**src/caw_pkg.sv**
```systemverilog
// Constants shared by the counter array watchdog: addresses, fields, resets.
// Assumes an 8-bit special-function-register bus with 8-bit addresses.
package caw_pkg;
  // ==========================================================================
  // Bus shape
  localparam int SFR_AW = 8;  // Register address width.
  localparam int SFR_DW = 8;  // Register data width.
  // ==========================================================================
  // Register addresses
  localparam logic [7:0] ADDR_CTRL    = 8'hD8;  // array_control_flags.
  localparam logic [7:0] ADDR_MODE    = 8'hD9;  // array_mode_reg.
  localparam logic [7:0] ADDR_CNT_LO  = 8'hF9;  // counter_low_byte.
  localparam logic [7:0] ADDR_CNT_HI  = 8'hFA;  // counter_high_byte.
  localparam logic [7:0] ADDR_OFS     = 8'hCE;  // wdt_offset_byte.
  localparam logic [7:0] ADDR_UPD     = 8'hCF;  // wdt_update_byte.
  localparam logic [7:0] ADDR_UPD_ALT = 8'hEA;  // wdt_update_alias.
  localparam logic [7:0] ADDR_M5MODE  = 8'hDE;  // module5_mode_reg.
  // ==========================================================================
  // Control register fields
  localparam int CTRL_OVF = 7;  // counter_overflow_flag.
  localparam int CTRL_RUN = 6;  // counter_run_bit.
  localparam int CTRL_F5  = 5;  // module5_event_flag.
  // ==========================================================================
  // Mode register fields
  localparam int MODE_IDLE = 7;  // idle_suspend_bit.
  localparam int MODE_WATCHDOG_ENABLE_BIT = 6;  // watchdog_enable_bit.
  localparam int MODE_LOCK = 5;  // watchdog_lock_bit.
  localparam int MODE_TB_H = 3;  // timebase_select high bit.
  localparam int MODE_TB_L = 1;  // timebase_select low bit.
  localparam int MODE_OIE  = 0;  // overflow_irq_enable.
  // ==========================================================================
  // Module mode register fields and forced value
  localparam int M5_ECOM = 6;  // Comparator enable.
  localparam int M5_MAT  = 3;  // Match sets the module flag.
  localparam int M5_IRQ  = 0;  // Module flag interrupt enable.
  localparam logic [7:0] M5_SW_TIMER = 8'h48;  // Software timer mode.
  // ==========================================================================
  // Timebase codes and divisors
  localparam logic [2:0] TB_DIV12 = 3'h0;
  localparam logic [2:0] TB_DIV4  = 3'h1;
  localparam logic [2:0] TB_TMR0  = 3'h2;
  localparam logic [2:0] TB_SYS   = 3'h4;
  localparam logic [3:0] DIV12_LAST = 4'hB;  // Divide by 12, last count.
  localparam logic [3:0] DIV4_LAST  = 4'h3;  // Divide by 4, last count.
  // ==========================================================================
  // Reset values
  localparam logic [7:0] RST_CTRL = 8'h00;
  localparam logic [7:0] RST_MODE = 8'h40;  // Watchdog enabled at reset.
  localparam logic [7:0] RST_BYTE = 8'h00;
  localparam logic [7:0] BYTE_MAX = 8'hFF;
  localparam logic [15:0] CNT_MAX = 16'hFFFF;
  localparam int DEF_TIMEOUT_SYSCLK = 3072;  // Reset-default timeout.
endpackage

```
**src/caw_watchdog.sv**
```systemverilog
// Counter array watchdog: control/mode registers, 16-bit counter, module 5.
// Assumes a same-clock register bus with one-cycle write and read strobes.
//
// How it works
// - Watchdog comes out of reset enabled.
// - Enabled: module 5 compares limit, holds offset.
// - Enabled watchdog keeps counter running unless idle-suspended in idle.
// - Enabled watchdog ignores counter byte writes.
// - Enabled watchdog freezes timebase and idle bit.
// - Enabled watchdog forces module 5 software timer.
// - Run bit writes cannot stop counter while enabled.
// - Run bit reads zero unless software set.
// - Low overflow at limit match resets system.
// - Update write loads high byte plus offset.
// - Timeout is 256 times offset plus remainder.
// - Writing 1 to module 5 flag resets.
// - Enable or lock bit enables; lock holds.
// - Reset defaults give a 3072 clock timeout.
// - Counter wrap sets overflow flag, software clears.
// - Run bit starts and stops the counter while the watchdog is off.
// - Module flags set by hardware, software clears.
// - Enabled watchdog blocks other mode bits.
// - Idle-suspend bit pauses counter in idle.
// - Timebase select picks divide 12, 4, 1.
`timescale 1ns/1ps
`default_nettype none
module caw_watchdog
  import caw_pkg::*;
(
  input  wire logic                        I_CLK_SYS,
  input  wire logic                        I_RESET_N,
  input  wire logic [caw_pkg::SFR_AW-1:0]  I_SFR_ADDR,
  input  wire logic                        I_SFR_WR,
  input  wire logic [caw_pkg::SFR_DW-1:0]  I_SFR_WDATA,
  input  wire logic                        I_SFR_RD,
  input  wire logic                        I_CPU_IDLE,
  input  wire logic                        I_TIMER0_OVF,
  input  wire logic [4:0]                  I_MODULE_MATCH,
  input  wire logic [4:0]                  I_MODULE_IRQ_EN,
  output logic      [caw_pkg::SFR_DW-1:0]  O_SFR_RDATA,
  output logic                             O_ARRAY_IRQ,
  output logic                             O_WDT_RESET
);
  import caw_pkg::*;

  // ==========================================================================
  // State registers
  logic [7:0]  ctrl_reg,  ctrl_next;   // Overflow flag, run bit, module flags.
  logic [7:0]  mode_reg,  mode_next;   // Mode register as stored.
  logic        lock_reg,  lock_next;   // Lock bit, sticky until reset.
  logic [15:0] cnt_reg,   cnt_next;    // Array counter.
  logic [7:0]  ofs_reg,   ofs_next;    // Module 5 low byte (offset).
  logic [7:0]  lim_reg,   lim_next;    // Module 5 high byte (limit).
  logic [7:0]  m5m_reg,   m5m_next;    // Module 5 mode as software wrote it.
  logic [3:0]  pre_reg,   pre_next;    // Timebase prescaler.
  logic [7:0]  rd_reg,    rd_next;     // Read data holding register.
  logic        rst_reg,   rst_next;    // Watchdog reset pulse.

  // ==========================================================================
  // Derived terms
  logic       wdt_en;     // Watchdog active.
  logic       run;        // Counter allowed to run.
  logic       active;     // Running and not suspended by idle.
  logic       tick;       // One array clock.
  logic [7:0] m5m_eff;    // Module 5 mode as the hardware sees it.
  logic       m5_match;   // Module 5 16-bit compare match.
  logic       fire;       // Watchdog timeout this cycle.
  logic       force_rst;  // Software forced watchdog reset.

  // Address decode shared by the write and read paths.
  function automatic logic hit(input logic [7:0] a, input logic [7:0] target);
    hit = (a == target);
  endfunction

  // ==========================================================================
  // Timebase and run control
  // Lock enables as well as the enable bit.
  // enable or lock
  assign wdt_en = mode_reg[MODE_WATCHDOG_ENABLE_BIT] | lock_reg;
  // The watchdog overrides the run bit.
  // forced counter run
  assign run    = ctrl_reg[CTRL_RUN] | wdt_en;
  assign active = run & ~(mode_reg[MODE_IDLE] & I_CPU_IDLE);

  // Prescaler tick selection; unlisted sources give no tick here.
  // timebase divide select
  always_comb begin
    pre_next = 4'h0;
    tick     = 1'b0;
    if (active) begin
      case (mode_reg[MODE_TB_H:MODE_TB_L])
        TB_DIV12: begin
          tick     = (pre_reg == DIV12_LAST);
          pre_next = tick ? 4'h0 : pre_reg + 4'h1;
        end
        TB_DIV4: begin
          tick     = (pre_reg >= DIV4_LAST);
          pre_next = tick ? 4'h0 : pre_reg + 4'h1;
        end
        TB_TMR0: tick = I_TIMER0_OVF;
        TB_SYS:  tick = 1'b1;
        default: tick = 1'b0;
      endcase
    end
  end

  // ==========================================================================
  // Module 5 behaviour
  // Watchdog pins module 5 in software timer mode.
  // forced timer mode
  assign m5m_eff  = wdt_en ? M5_SW_TIMER : m5m_reg;
  assign m5_match = tick & m5m_eff[M5_ECOM] & m5m_eff[M5_MAT]
                  & (cnt_reg == {lim_reg, ofs_reg});
  // Timeout fires on the low-byte overflow while the high bytes agree,
  // so the limit counts low-byte overflows after the update.
  // timeout reset
  assign fire      = wdt_en & tick & (cnt_reg[7:0] == BYTE_MAX)
                   & (lim_reg == cnt_reg[15:8]);
  assign force_rst = wdt_en & I_SFR_WR & hit(I_SFR_ADDR, ADDR_CTRL)
                   & I_SFR_WDATA[CTRL_F5];

  // ==========================================================================
  // Register next-state logic
  always_comb begin
    ctrl_next = ctrl_reg;
    mode_next = mode_reg;
    lock_next = lock_reg;
    cnt_next  = tick ? cnt_reg + 16'h0001 : cnt_reg;
    ofs_next  = ofs_reg;
    lim_next  = lim_reg;
    m5m_next  = m5m_reg;
    rd_next   = rd_reg;
    // A single-cycle pulse is enough for the reset controller.
    // reset pulse
    rst_next  = fire | force_rst;
    if (I_SFR_WR) begin
      // Software writes flags; hardware sets below take precedence.
      if (hit(I_SFR_ADDR, ADDR_CTRL)) begin
        ctrl_next = I_SFR_WDATA;
      end
      if (hit(I_SFR_ADDR, ADDR_MODE)) begin
        // Enabled watchdog only lets the enable and lock bits change.
        // A lock keeps the fields frozen after the enable bit is cleared.
        // frozen timebase and idle
        if (wdt_en) begin
          mode_next[MODE_WATCHDOG_ENABLE_BIT] = I_SFR_WDATA[MODE_WATCHDOG_ENABLE_BIT];
        end else begin
          mode_next = I_SFR_WDATA;
          mode_next[4] = 1'b0;
        end
        mode_next[MODE_LOCK] = 1'b0;
        lock_next = lock_reg | I_SFR_WDATA[MODE_LOCK];
      end
      if (!wdt_en && hit(I_SFR_ADDR, ADDR_CNT_LO)) begin
        cnt_next[7:0] = I_SFR_WDATA;
      end
      if (!wdt_en && hit(I_SFR_ADDR, ADDR_CNT_HI)) begin
        cnt_next[15:8] = I_SFR_WDATA;
      end
      if (hit(I_SFR_ADDR, ADDR_OFS)) begin
        ofs_next = I_SFR_WDATA;
        m5m_next[M5_ECOM] = wdt_en ? m5m_reg[M5_ECOM] : 1'b0;
      end
      if (hit(I_SFR_ADDR, ADDR_UPD) || hit(I_SFR_ADDR, ADDR_UPD_ALT)) begin
        // With the watchdog enabled, either update address reloads the limit from the running count.
        // update reload
        if (wdt_en) begin
          lim_next = cnt_reg[15:8] + ofs_reg;
        end else if (hit(I_SFR_ADDR, ADDR_UPD)) begin
          lim_next = I_SFR_WDATA;
          m5m_next[M5_ECOM] = 1'b1;
        end
      end
      if (!wdt_en && hit(I_SFR_ADDR, ADDR_M5MODE)) begin
        m5m_next = I_SFR_WDATA;
      end
    end
    // Hardware event flags win over a same-cycle software clear.
    // overflow flag
    if (tick && cnt_reg == CNT_MAX) begin
      ctrl_next[CTRL_OVF] = 1'b1;
    end
    for (int i = 0; i < 5; i++) begin
      if (I_MODULE_MATCH[i]) begin
        ctrl_next[i] = 1'b1;
      end
    end
    if (m5_match) begin
      ctrl_next[CTRL_F5] = 1'b1;
    end
    // Registered read data; unmapped addresses read zero.
    if (I_SFR_RD) begin
      rd_next = 8'h00;
      if (hit(I_SFR_ADDR, ADDR_CTRL))    rd_next = ctrl_reg;
      if (hit(I_SFR_ADDR, ADDR_MODE))    rd_next = mode_reg | {2'b00, lock_reg, 5'h00};
      if (hit(I_SFR_ADDR, ADDR_CNT_LO))  rd_next = cnt_reg[7:0];
      if (hit(I_SFR_ADDR, ADDR_CNT_HI))  rd_next = cnt_reg[15:8];
      if (hit(I_SFR_ADDR, ADDR_OFS))     rd_next = ofs_reg;
      if (hit(I_SFR_ADDR, ADDR_UPD))     rd_next = lim_reg;
      if (hit(I_SFR_ADDR, ADDR_M5MODE))  rd_next = m5m_eff;
    end
  end

  // Registers only; reset values give the default watchdog timeout.
  // enabled at reset
  always_ff @(posedge I_CLK_SYS or negedge I_RESET_N) begin
    if (!I_RESET_N) begin
      ctrl_reg <= RST_CTRL;
      mode_reg <= RST_MODE;
      lock_reg <= 1'b0;
      cnt_reg  <= 16'h0000;
      ofs_reg  <= RST_BYTE;
      lim_reg  <= RST_BYTE;
      m5m_reg  <= RST_BYTE;
      pre_reg  <= 4'h0;
      rd_reg   <= RST_BYTE;
      rst_reg  <= 1'b0;
    end else begin
      ctrl_reg <= ctrl_next;
      mode_reg <= mode_next;
      lock_reg <= lock_next;
      cnt_reg  <= cnt_next;
      ofs_reg  <= ofs_next;
      lim_reg  <= lim_next;
      m5m_reg  <= m5m_next;
      pre_reg  <= pre_next;
      rd_reg   <= rd_next;
      rst_reg  <= rst_next;
    end
  end

  // ==========================================================================
  // Outputs
  assign O_SFR_RDATA = rd_reg;
  assign O_WDT_RESET = rst_reg;
  // Overflow and module flags request the shared array interrupt.
  assign O_ARRAY_IRQ = (ctrl_reg[CTRL_OVF] & mode_reg[MODE_OIE])
                     | (|(ctrl_reg[4:0] & I_MODULE_IRQ_EN))
                     | (ctrl_reg[CTRL_F5] & m5m_eff[M5_IRQ]);

  // ==========================================================================
  // Assertions
  logic wr_ctrl, wr_mode, wr_cnt, wr_upd;
  assign wr_ctrl = I_SFR_WR & hit(I_SFR_ADDR, ADDR_CTRL);
  assign wr_mode = I_SFR_WR & hit(I_SFR_ADDR, ADDR_MODE);
  assign wr_cnt  = I_SFR_WR & (hit(I_SFR_ADDR, ADDR_CNT_LO) | hit(I_SFR_ADDR, ADDR_CNT_HI));
  assign wr_upd  = I_SFR_WR & hit(I_SFR_ADDR, ADDR_UPD);
endmodule
`default_nettype wire

```
**config.mk**
```make
export PLATFORM = sky130hd
export DESIGN_NAME = caw_watchdog
export DESIGN_NICKNAME = d
export VERILOG_FILES = /design/src/caw_pkg.sv /design/src/caw_watchdog.sv
export SDC_FILE = /design/constraint.sdc
export NUM_CORES = 1
export LEC_CHECK = 0
export BUFFER_PORTS_ARGS = -buffer_cell sky130_fd_sc_hd__buf_4
export CAP_MARGIN = 40
export CORE_AREA = 5 5 107 109
export CTS_CLUSTER_DIAMETER = 200
export DETAILED_ROUTE_END_ITERATION = 7
export DIE_AREA = 0 0 112 114
export PLACE_DENSITY = 0.62
export SETUP_SLACK_MARGIN = 0.4
export SLEW_MARGIN = 20
export SYNTH_ARGS = -nofsm -noshare
export SYNTH_HDL_FRONTEND = slang
export SYNTH_SLANG_ARGS = --single-unit
```
**constraint.sdc**
```tcl
create_clock -name I_CLK_SYS -period 2 [get_ports I_CLK_SYS]
set_clock_uncertainty 0.05 [all_clocks]
set_input_delay 0.2 -clock I_CLK_SYS [delete_from_list [all_inputs] [get_ports I_CLK_SYS]]
set_output_delay 0.2 -clock I_CLK_SYS [all_outputs]
set_load 0.005 [all_outputs]
```
==> results.md, run 1 <==
- Outcome: finished with violations
- Violated checks: setup timing
- Finish-stage setup viols: 2
- Dpl cells: 671
- Final Max Tran Viols: 0
- Starting Density: 0.406
- Worst-path fanout max: 3
- Most common cell after layout, fill and taps aside: buf_4
- Max-cap viol count: 0
- Die Wd: approximately 110 µm
- N_diodes: 0
- Core Area: 10500 µm²
- Fin crit period: 2.04 ns
- Num ports: 42
- Nets: 617
- Async SR Flop Fraction: 1.00
- Die area: between 10000 and 15000 µm²
- Setup TNS Final: -0.0614 ns
- CTS buffer count: 9
- Max Freq: just under 500 MHz
- CP max stage cell: dfrtp_1
- RSZ-0062 raised after global routing: yes
- Yosys warns: 0
- Final Hold Slack: 0.0957 ns
- Buf/Inv on CP: 1
- Period utilisation layout: 1.02
- Commonest non-fill, non-tap cells in the layout: 90 x buf_4, 62 x dfrtp_1, 54 x nand2_1
- CP Data Arrival Time: 2.26 ns
- Crit Path Class: register to register
- Clk buf depth: 2
- Post-synth cell types: 59
- I/O Buffers: 41
- Filler cell count: 920
- Largest net degree at the start of global routing: 37
- Critical Path RT: 2.21 ns
- Die Height: between 100 and 150 µm
- Clk Tree Root Cell: clkbuf_8
- Final Cell Area: 6020 µm²
- Worst-margin pin slew: 0.476 ns
- Final Non-Filler Cells: slightly above 700
- Setup crit end kind: register
- Final core area utilization: 0.573
- Maximum VDD drop: between 300 and 400 µV
- Gr ovfl total: 0
- Synthesized net count: approximately 510
- Commonest register cell after synthesis: dfrtp_1
- H-tree depth: 3
- Mapped Area: 4260 µm²
- Gr usage total: 0.226
- Fin. Hold Viols: 0
- Post-synth EDFFs: 0
- CP startpoint kind: register
- Clock Pin Slew Worst Setup and Hold Paths: approximately 0.080 ns
- Routed wire length: 14200 µm
- Placed cell area: 5020 µm²
- Reg area: 1710 µm²
- TritonCTS clock tree: yes
- #FFs+latches synth: 68
- Register area share after synthesis: 0.399
- Initial antenna violation count: 0
- Avg Synthesized Cell Area: 9.03 µm²
- Largest register FFs: 16
- Slowest stage delay, CP: 0.44 ns
- Routed vias/inst: 5.48
- Hold Path Class: input port to register
- Vias: slightly below 4000
- Final worst-path setup slack: -0.0437 ns
- Syn-to-layout area delta: 41.3%
- Pwr Density: between 500 and 600 nW/µm²
- First-pass GRT wire length: 22100 µm
- DRT antenna net count: 0
- Placement Rows: 38
- Max-slew headroom: 0.683
- Worst slack, placed: -0.0204 ns
- Final Power: 3.36 mW
- Lkg Pwr: approximately 2.6 nW
- Footprint of the multi-input gates: 2890 µm²
- Vias in the first global route: between 4000 and 5000
- Top delay family on crit path: compound AO/OA/AOI/OAI gates
- GP Congestion: slightly above 0.9
- Iter 0 DRT Violations: 254
- Mapped Cells: 472
- Post-route DRC: 0
- Share of post-route cells with drive strength above 1: 0.414
- DP HPWL: 10100 µm
- DR pass1 iterations: 5
- Post-DR wirelength/cell: about 20 µm
- Clock insertion delay at the later pin of the skew report: 0.37 ns
- CP Cell Sequence: ha_4 -> inv_2 -> fa_2 -> nor2b_4 -> o31a_1 -> o21a_1 -> or3_4 -> nand3_2 -> a21oi_2
- Sink Count: 68
## power by group
group / total, mW / switching [mW] / leakage (nW) / internal [mW]
Combinational: 0.649 / 0.328 / 1.59 / 0.321
Clock: 1.18 / 0.572 / 0.0983 / 0.607
Sequential: 1.54 / 0.0916 / 0.880 / 1.44
Total: 3.36 / 0.992 / 2.57 / 2.37
## worst min-delay path, cell delays in order
cell and delay, ns:
buf_4 0.16, nand2_1 0.06, o21ai_1 0.06
## final timing paths
| check | from | end | slack [ns] | cells after the start |
|---|---|---|---|---|
| setup / recovery | cnt_reg[8]$_DFF_PN0_ | lim_reg[6]$_DFFE_PN0P_ | -0.04 | 9 |
| hold / removal | I_SFR_WDATA[0] | cnt_reg[8]$_DFF_PN0_ | 0.1 | 3 |
| setup reg to reg | cnt_reg[8]$_DFF_PN0_ | lim_reg[6]$_DFFE_PN0P_ | -0.04 | 9 |
| hold reg to reg | O_SFR_RDATA[0]$_DFFE_PN0P_ | O_SFR_RDATA[0]$_DFFE_PN0P_ | 0.47 | 1 |
| max in group asynchronous | I_RESET_N | mode_reg[6]$_DFFE_PN1P_ | 1.01 | 3 |
| min in group asynchronous | I_RESET_N | lim_reg[4]$_DFFE_PN0P_ | 0.28 | 2 |
## repair_timing
item	in CTS	in global routing
endpoints found under the setup margin	49	48
hold endpoints to repair	40	0
pin swaps	19	24
buffers inserted	12	15
hold buffers	6	0
gates resized for setup	57	81
## synthesized netlist by cell type (3+ instances only)
library cell,number,area share
a21oi_1,19,0.022
clkbuf_1,20,0.018
o211ai_1,5,0.0088
nand2_1,60,0.053
o21a_1,3,0.0053
nor4_1,4,0.0059
nor3_1,11,0.013
and3_1,3,0.0044
nand2b_1,4,0.0059
nor2b_1,6,0.0088
mux2i_1,4,0.0094
inv_1,15,0.013
nor3b_1,4,0.0070
a211oi_1,3,0.0053
xor2_1,4,0.0082
nand4_1,8,0.012
mux2_2,29,0.077
nor2_1,35,0.031
a31oi_1,5,0.0073
nand3_1,16,0.019
xnor2_1,31,0.064
o21ai_0,43,0.050
nand3b_1,6,0.011
a22oi_1,9,0.016
o22ai_1,5,0.0073
dfrtp_1,67,0.39
a22o_1,3,0.0062
ha_1,9,0.026
or3_1,4,0.0059
## metal layers
metal,wire (µm),vias up,global-route usage
li1,-,1900,-
met1,5770,1917,0.282
met2,7180,100,0.385
met3,886,27,0.0430
met4,364,0,0.0954
met5,0,-,0
## cell families after synthesis
logic type	count (synthesis)	synth area share
and+or+nand+nor	174	0.202
buffers and inverters	40	0.0384
xor gates and xnor gates	35	0.0719
adders and majority gates	10	0.0311
AOI/OAI and AO/OA	112	0.171
DFF	68	0.399
muxes	33	0.0860
## layout make-up
class / instances / share of cell area
multi-input cells: 364 / 0.480
flip-flops and latches: 68 / 0.284
repair buffers: 117 / 0.164
well taps: 140 / 0.0291
clock buffers: 10 / 0.0228
clock inverters: 6 / 0.0106
inverters: 15 / 0.00935
Note: power is estimated with default switching activity, not from simulation.
==> inputs of run 2 (changes only) <==
Settings changed: ABC_AREA set to 1, CORE_AREA 5 5 107 109 to 5 5 112 114, DIE_AREA 0 0 112 114 to 0 0 117 119.
==> run 2 against run 1 <==
Effect of this change:
- the flow now finishes without violations
- count of clock-buffer cells in the layout grew 2
- via count up 26%
- power increased by 33%
- non-clock buffer count down 21
- utilization is 1.8 points lower
- register-to-register slack better by 0.33 ns
- sequential cell count stayed put
- sequential power grew 11%
- routed wire length is 15% higher
- critical path type unchanged
- largest cell class unchanged
- highest routed layer unchanged
==> results.md, run 2 <==
- Outcome: completed (was finished with violations)
- Num ports: 42 (unchanged)
- Share of post-route cells with drive strength above 1: 0.277 (was 0.414)
- Starting Density: 0.414 (was 0.406)
- Sw Pwr: 1.55 mW (was 992 µW)
- Max-cap viol count: 0 (unchanged)
- Final Cell Area: 6290 µm² (was 6020 µm²)
- Placed cell area: 5250 µm² (was 5020 µm²)
- Clk Tree Root Cell: clkbuf_16 (was clkbuf_8)
- Iter 0 DRT Violations: 437 (was 254)
- Gate power share: 0.292 (was 0.193)
- Post-route DRC: 0 (unchanged)
- Setup crit end kind: register (unchanged)
- CP Data Arrival Time: 1.94 ns (was 2.26 ns)
- Largest register FFs: 16 (unchanged)
- H-tree depth: 3 (unchanged)
- DP HPWL: 11200 µm (was 10100 µm)
- Worst slack, placed: -0.0599 ns (was -0.0204 ns)
- Max-slew headroom: 0.704 (was 0.683)
- Final Power: 4.49 mW (was 3.36 mW)
- Worst-margin pin slew: 0.442 ns (was 0.476 ns)
- Die area: 13900 µm² (was 12800 µm²)
- Clk buf depth: 2 (unchanged)
- Die Wd: 117 µm (was 112 µm)
- Top post-synthesis cells by area: dfrtp_1 36%, nand2_1 15%, nand3_1 8.0% (was dfrtp_1 39%, mux2_2 7.7%, xnor2_1 6.4%)
- Max Freq: 585 MHz (was 489 MHz)
- Sink Count: 68 (unchanged)
- Crit Path Class: register to register (unchanged)
- Switch share: 0.346 (was 0.295)
- DRT antenna net count: 0 (unchanged)
- Register area share after synthesis: 0.363 (was 0.399)
- Core Area: 11300 µm² (was 10500 µm²)
- RSZ-0062 raised after global routing: yes (unchanged)
- Mapped Area: 4690 µm² (was 4260 µm²)
- Count leader, synth: nand2_1 (was dfrtp_1)
- DR pass1 iterations: 7 (was 5)
- Synthesized net count: 731 (was 514)
- Commonest register cell after synthesis: dfrtp_1 (unchanged)
- Final core area utilization: 0.555 (was 0.573)
- Vias: 4971 (was 3944)
- Post-DR wirelength/cell: 17.6 µm (was 19.7 µm)
- Critical Path RT: 2.23 ns (was 2.21 ns)
- Post-synth cell types: 38 (was 59)
- Synth area leader: dfrtp_1 (unchanged)
- TritonCTS clock tree: yes (unchanged)
- Commonest non-fill, non-tap cells in the layout: 173 x nand2_1, 82 x buf_4, 81 x inv_1 (was 90 x buf_4, 62 x dfrtp_1, 54 x nand2_1)
- Routed vias/inst: 5.35 (was 5.48)
- #FFs+latches synth: 68 (unchanged)
- Post-synth EDFFs: 0 (unchanged)
- Internal power: 2.93 mW (was 2.37 mW)
- Filler cell count: 1065 (was 920)
- Lkg Pwr: 3.14 nW (was 2.57 nW)
- Maximum VDD drop: 890 µV (was 345 µV)
- Die Height: 119 µm (was 114 µm)
- Clock insertion delay at the later pin of the skew report: 0.35 ns (was 0.37 ns)
- Yosys warns: 0 (unchanged)
- CP startpoint kind: register (unchanged)
- Avg Synthesized Cell Area: 6.80 µm² (was 9.03 µm²)
- Final Max Tran Viols: 0 (unchanged)
- Power share of the sequential group: 0.382 (was 0.456)
- Initial antenna violation count: 0 (unchanged)
- Worst-path fanout max: 8 (was 3)
- Post-synth top cells: 193 x nand2_1, 85 x inv_1, 84 x nor2_1, 75 x nand3_1, 67 x dfrtp_1 (was 67 x dfrtp_1, 60 x nand2_1, 43 x o21ai_0, 35 x nor2_1, 31 x xnor2_1)
- Gr ovfl total: 0 (unchanged)
- Syn-to-layout area delta: 34.2% (was 41.3%)
- Synth top area share: 0.358 (was 0.393)
- Most common cell after layout, fill and taps aside: nand2_1 (was buf_4)
- Period utilisation layout: 0.854 (was 1.02)
- First-pass GRT wire length: 25700 µm (was 22100 µm)
- Routed wire length: 16300 µm (was 14200 µm)
- Fin. Hold Viols: 0 (unchanged)
- Vias in the first global route: 4885 (was 4022)
- Mapped Cells: 689 (was 472)
- Clock Pin Slew Worst Setup and Hold Paths: 0.06 ns (was 0.08 ns)
- Placement Rows: 39 (was 38)
- Finish-stage setup viols: 0 (was 2)
- Fin crit period: 1.71 ns (was 2.04 ns)
- Clock share of power: 0.326 (was 0.351)
- Async SR Flop Fraction: 1.00 (unchanged)
- N_diodes: 0 (unchanged)
- Hold Path Class: input port to register (unchanged)
- Final worst-path setup slack: 0.291 ns (was -0.0437 ns)
- CTS buffer count: 9 (unchanged)
- Largest net degree at the start of global routing: 38 (was 37)
- GP Congestion: 0.916 (was 0.919)
- I/O Buffers: 41 (unchanged)
- Gr usage total: 0.241 (was 0.226)
- Pwr Density: 713 nW/µm² (was 558 nW/µm²)
- Nets: 824 (was 617)
run 2: cell count changes after synthesis, sizes merged, moves of 7 or more:
cell,delta
inv,+74
nand2,+138
mux2,-29
nand3,+61
xnor2,-21
clkbuf,-13
nand4,+7
xor2,+14
nor2,+56
a22oi,-9
run 2: worst paths after layout:
kind | from | to | slack, ns | depth (start not counted)
min in group asynchronous | I_RESET_N | pre_reg[2]$_DFF_PN0_ | 0.29 | 2
hold / removal | I_SFR_WDATA[6] | mode_reg[6]$_DFFE_PN1P_ | 0.02 | 3
setup / recovery | lock_reg$_DFFE_PN0P_ | cnt_reg[10]$_DFF_PN0_ | 0.29 | 9
setup reg to reg | lock_reg$_DFFE_PN0P_ | cnt_reg[10]$_DFF_PN0_ | 0.29 | 9
hold reg to reg | O_SFR_RDATA[4]$_DFFE_PN0P_ | O_SFR_RDATA[4]$_DFFE_PN0P_ | 0.44 | 2
max in group asynchronous | I_RESET_N | cnt_reg[10]$_DFF_PN0_ | 1.03 | 3
run 2: timing repair:
action / in CTS / in global routing
gates cloned: 4 / 0
buffers inserted: 15 / 15
pin swaps: 25 / 41
hold buffers: 6 / 0
resized for setup: 57 / 52
hold endpoints to repair: 35 / 0
endpoints found under the setup margin: 29 / 43
run 2: layer usage:
metal	GRT usage	vias up	wire, µm
met5	0	-	0
met4	0.0961	0	583
met3	0.0477	40	1070
met2	0.374	166	7760
met1	0.327	2379	6930
li1	-	2386	-
run 2: area by class of cell:
class / instances / area (µm²) / area share
tap: 143 / 179 / 0.0285
multi-input combinational: 517 / 2980 / 0.474
clock inverter: 4 / 26.3 / 0.00418
clock buffer: 12 / 236 / 0.0376
inverter: 90 / 354 / 0.0563
timing repair buffer: 96 / 796 / 0.127
sequential: 68 / 1720 / 0.273
run 2: cells by family (layout without fill, tap and decap cells):
family                     Yosys count  after routing  share of synthesized area
xor gates and xnor gates            28             28                     0.0523
adders and majority gates           10             10                     0.0283
and+or+nand+nor                    400            404                      0.375
DFF                                 68             68                      0.363
AOI/OAI and AO/OA                   75             75                     0.0876
buffers and inverters              108            202                     0.0937
run 2: critical path: stages, from the launching register on:
cell and delay, ns:
dfrtp_1 0.41, nor2_4 0.16, inv_4 0.09, nor2_4 0.14
inv_1 0.12, nor2_8 0.17, clkinvlp_4 0.25, nand3_1 0.15
nand2_1 0.05, inv_1 0.05
run 2: per-stage QoR:
step                      std cells  TNS (ns)  hold WS, ns
after floorplan                 689         0       -0.146
after global placement          874         0        0.115
after detailed placement        874    -0.347        0.116
after CTS                       915         0       0.0183
after global routing            930         0       0.0361
final                           930         0       0.0232
run 2: power by group through the flow:
stage | Combinational (mW) | Clock [mW] | Sequential [mW]
detailed placement | 0.920 | 0 | 1.72
CTS | 1.21 | 1.49 | 1.70
finish | 1.31 | 1.46 | 1.71
global placement | 0.896 | 0 | 1.71
floorplan | 0.675 | 0 | 1.63
global route | 1.45 | 1.54 | 1.73
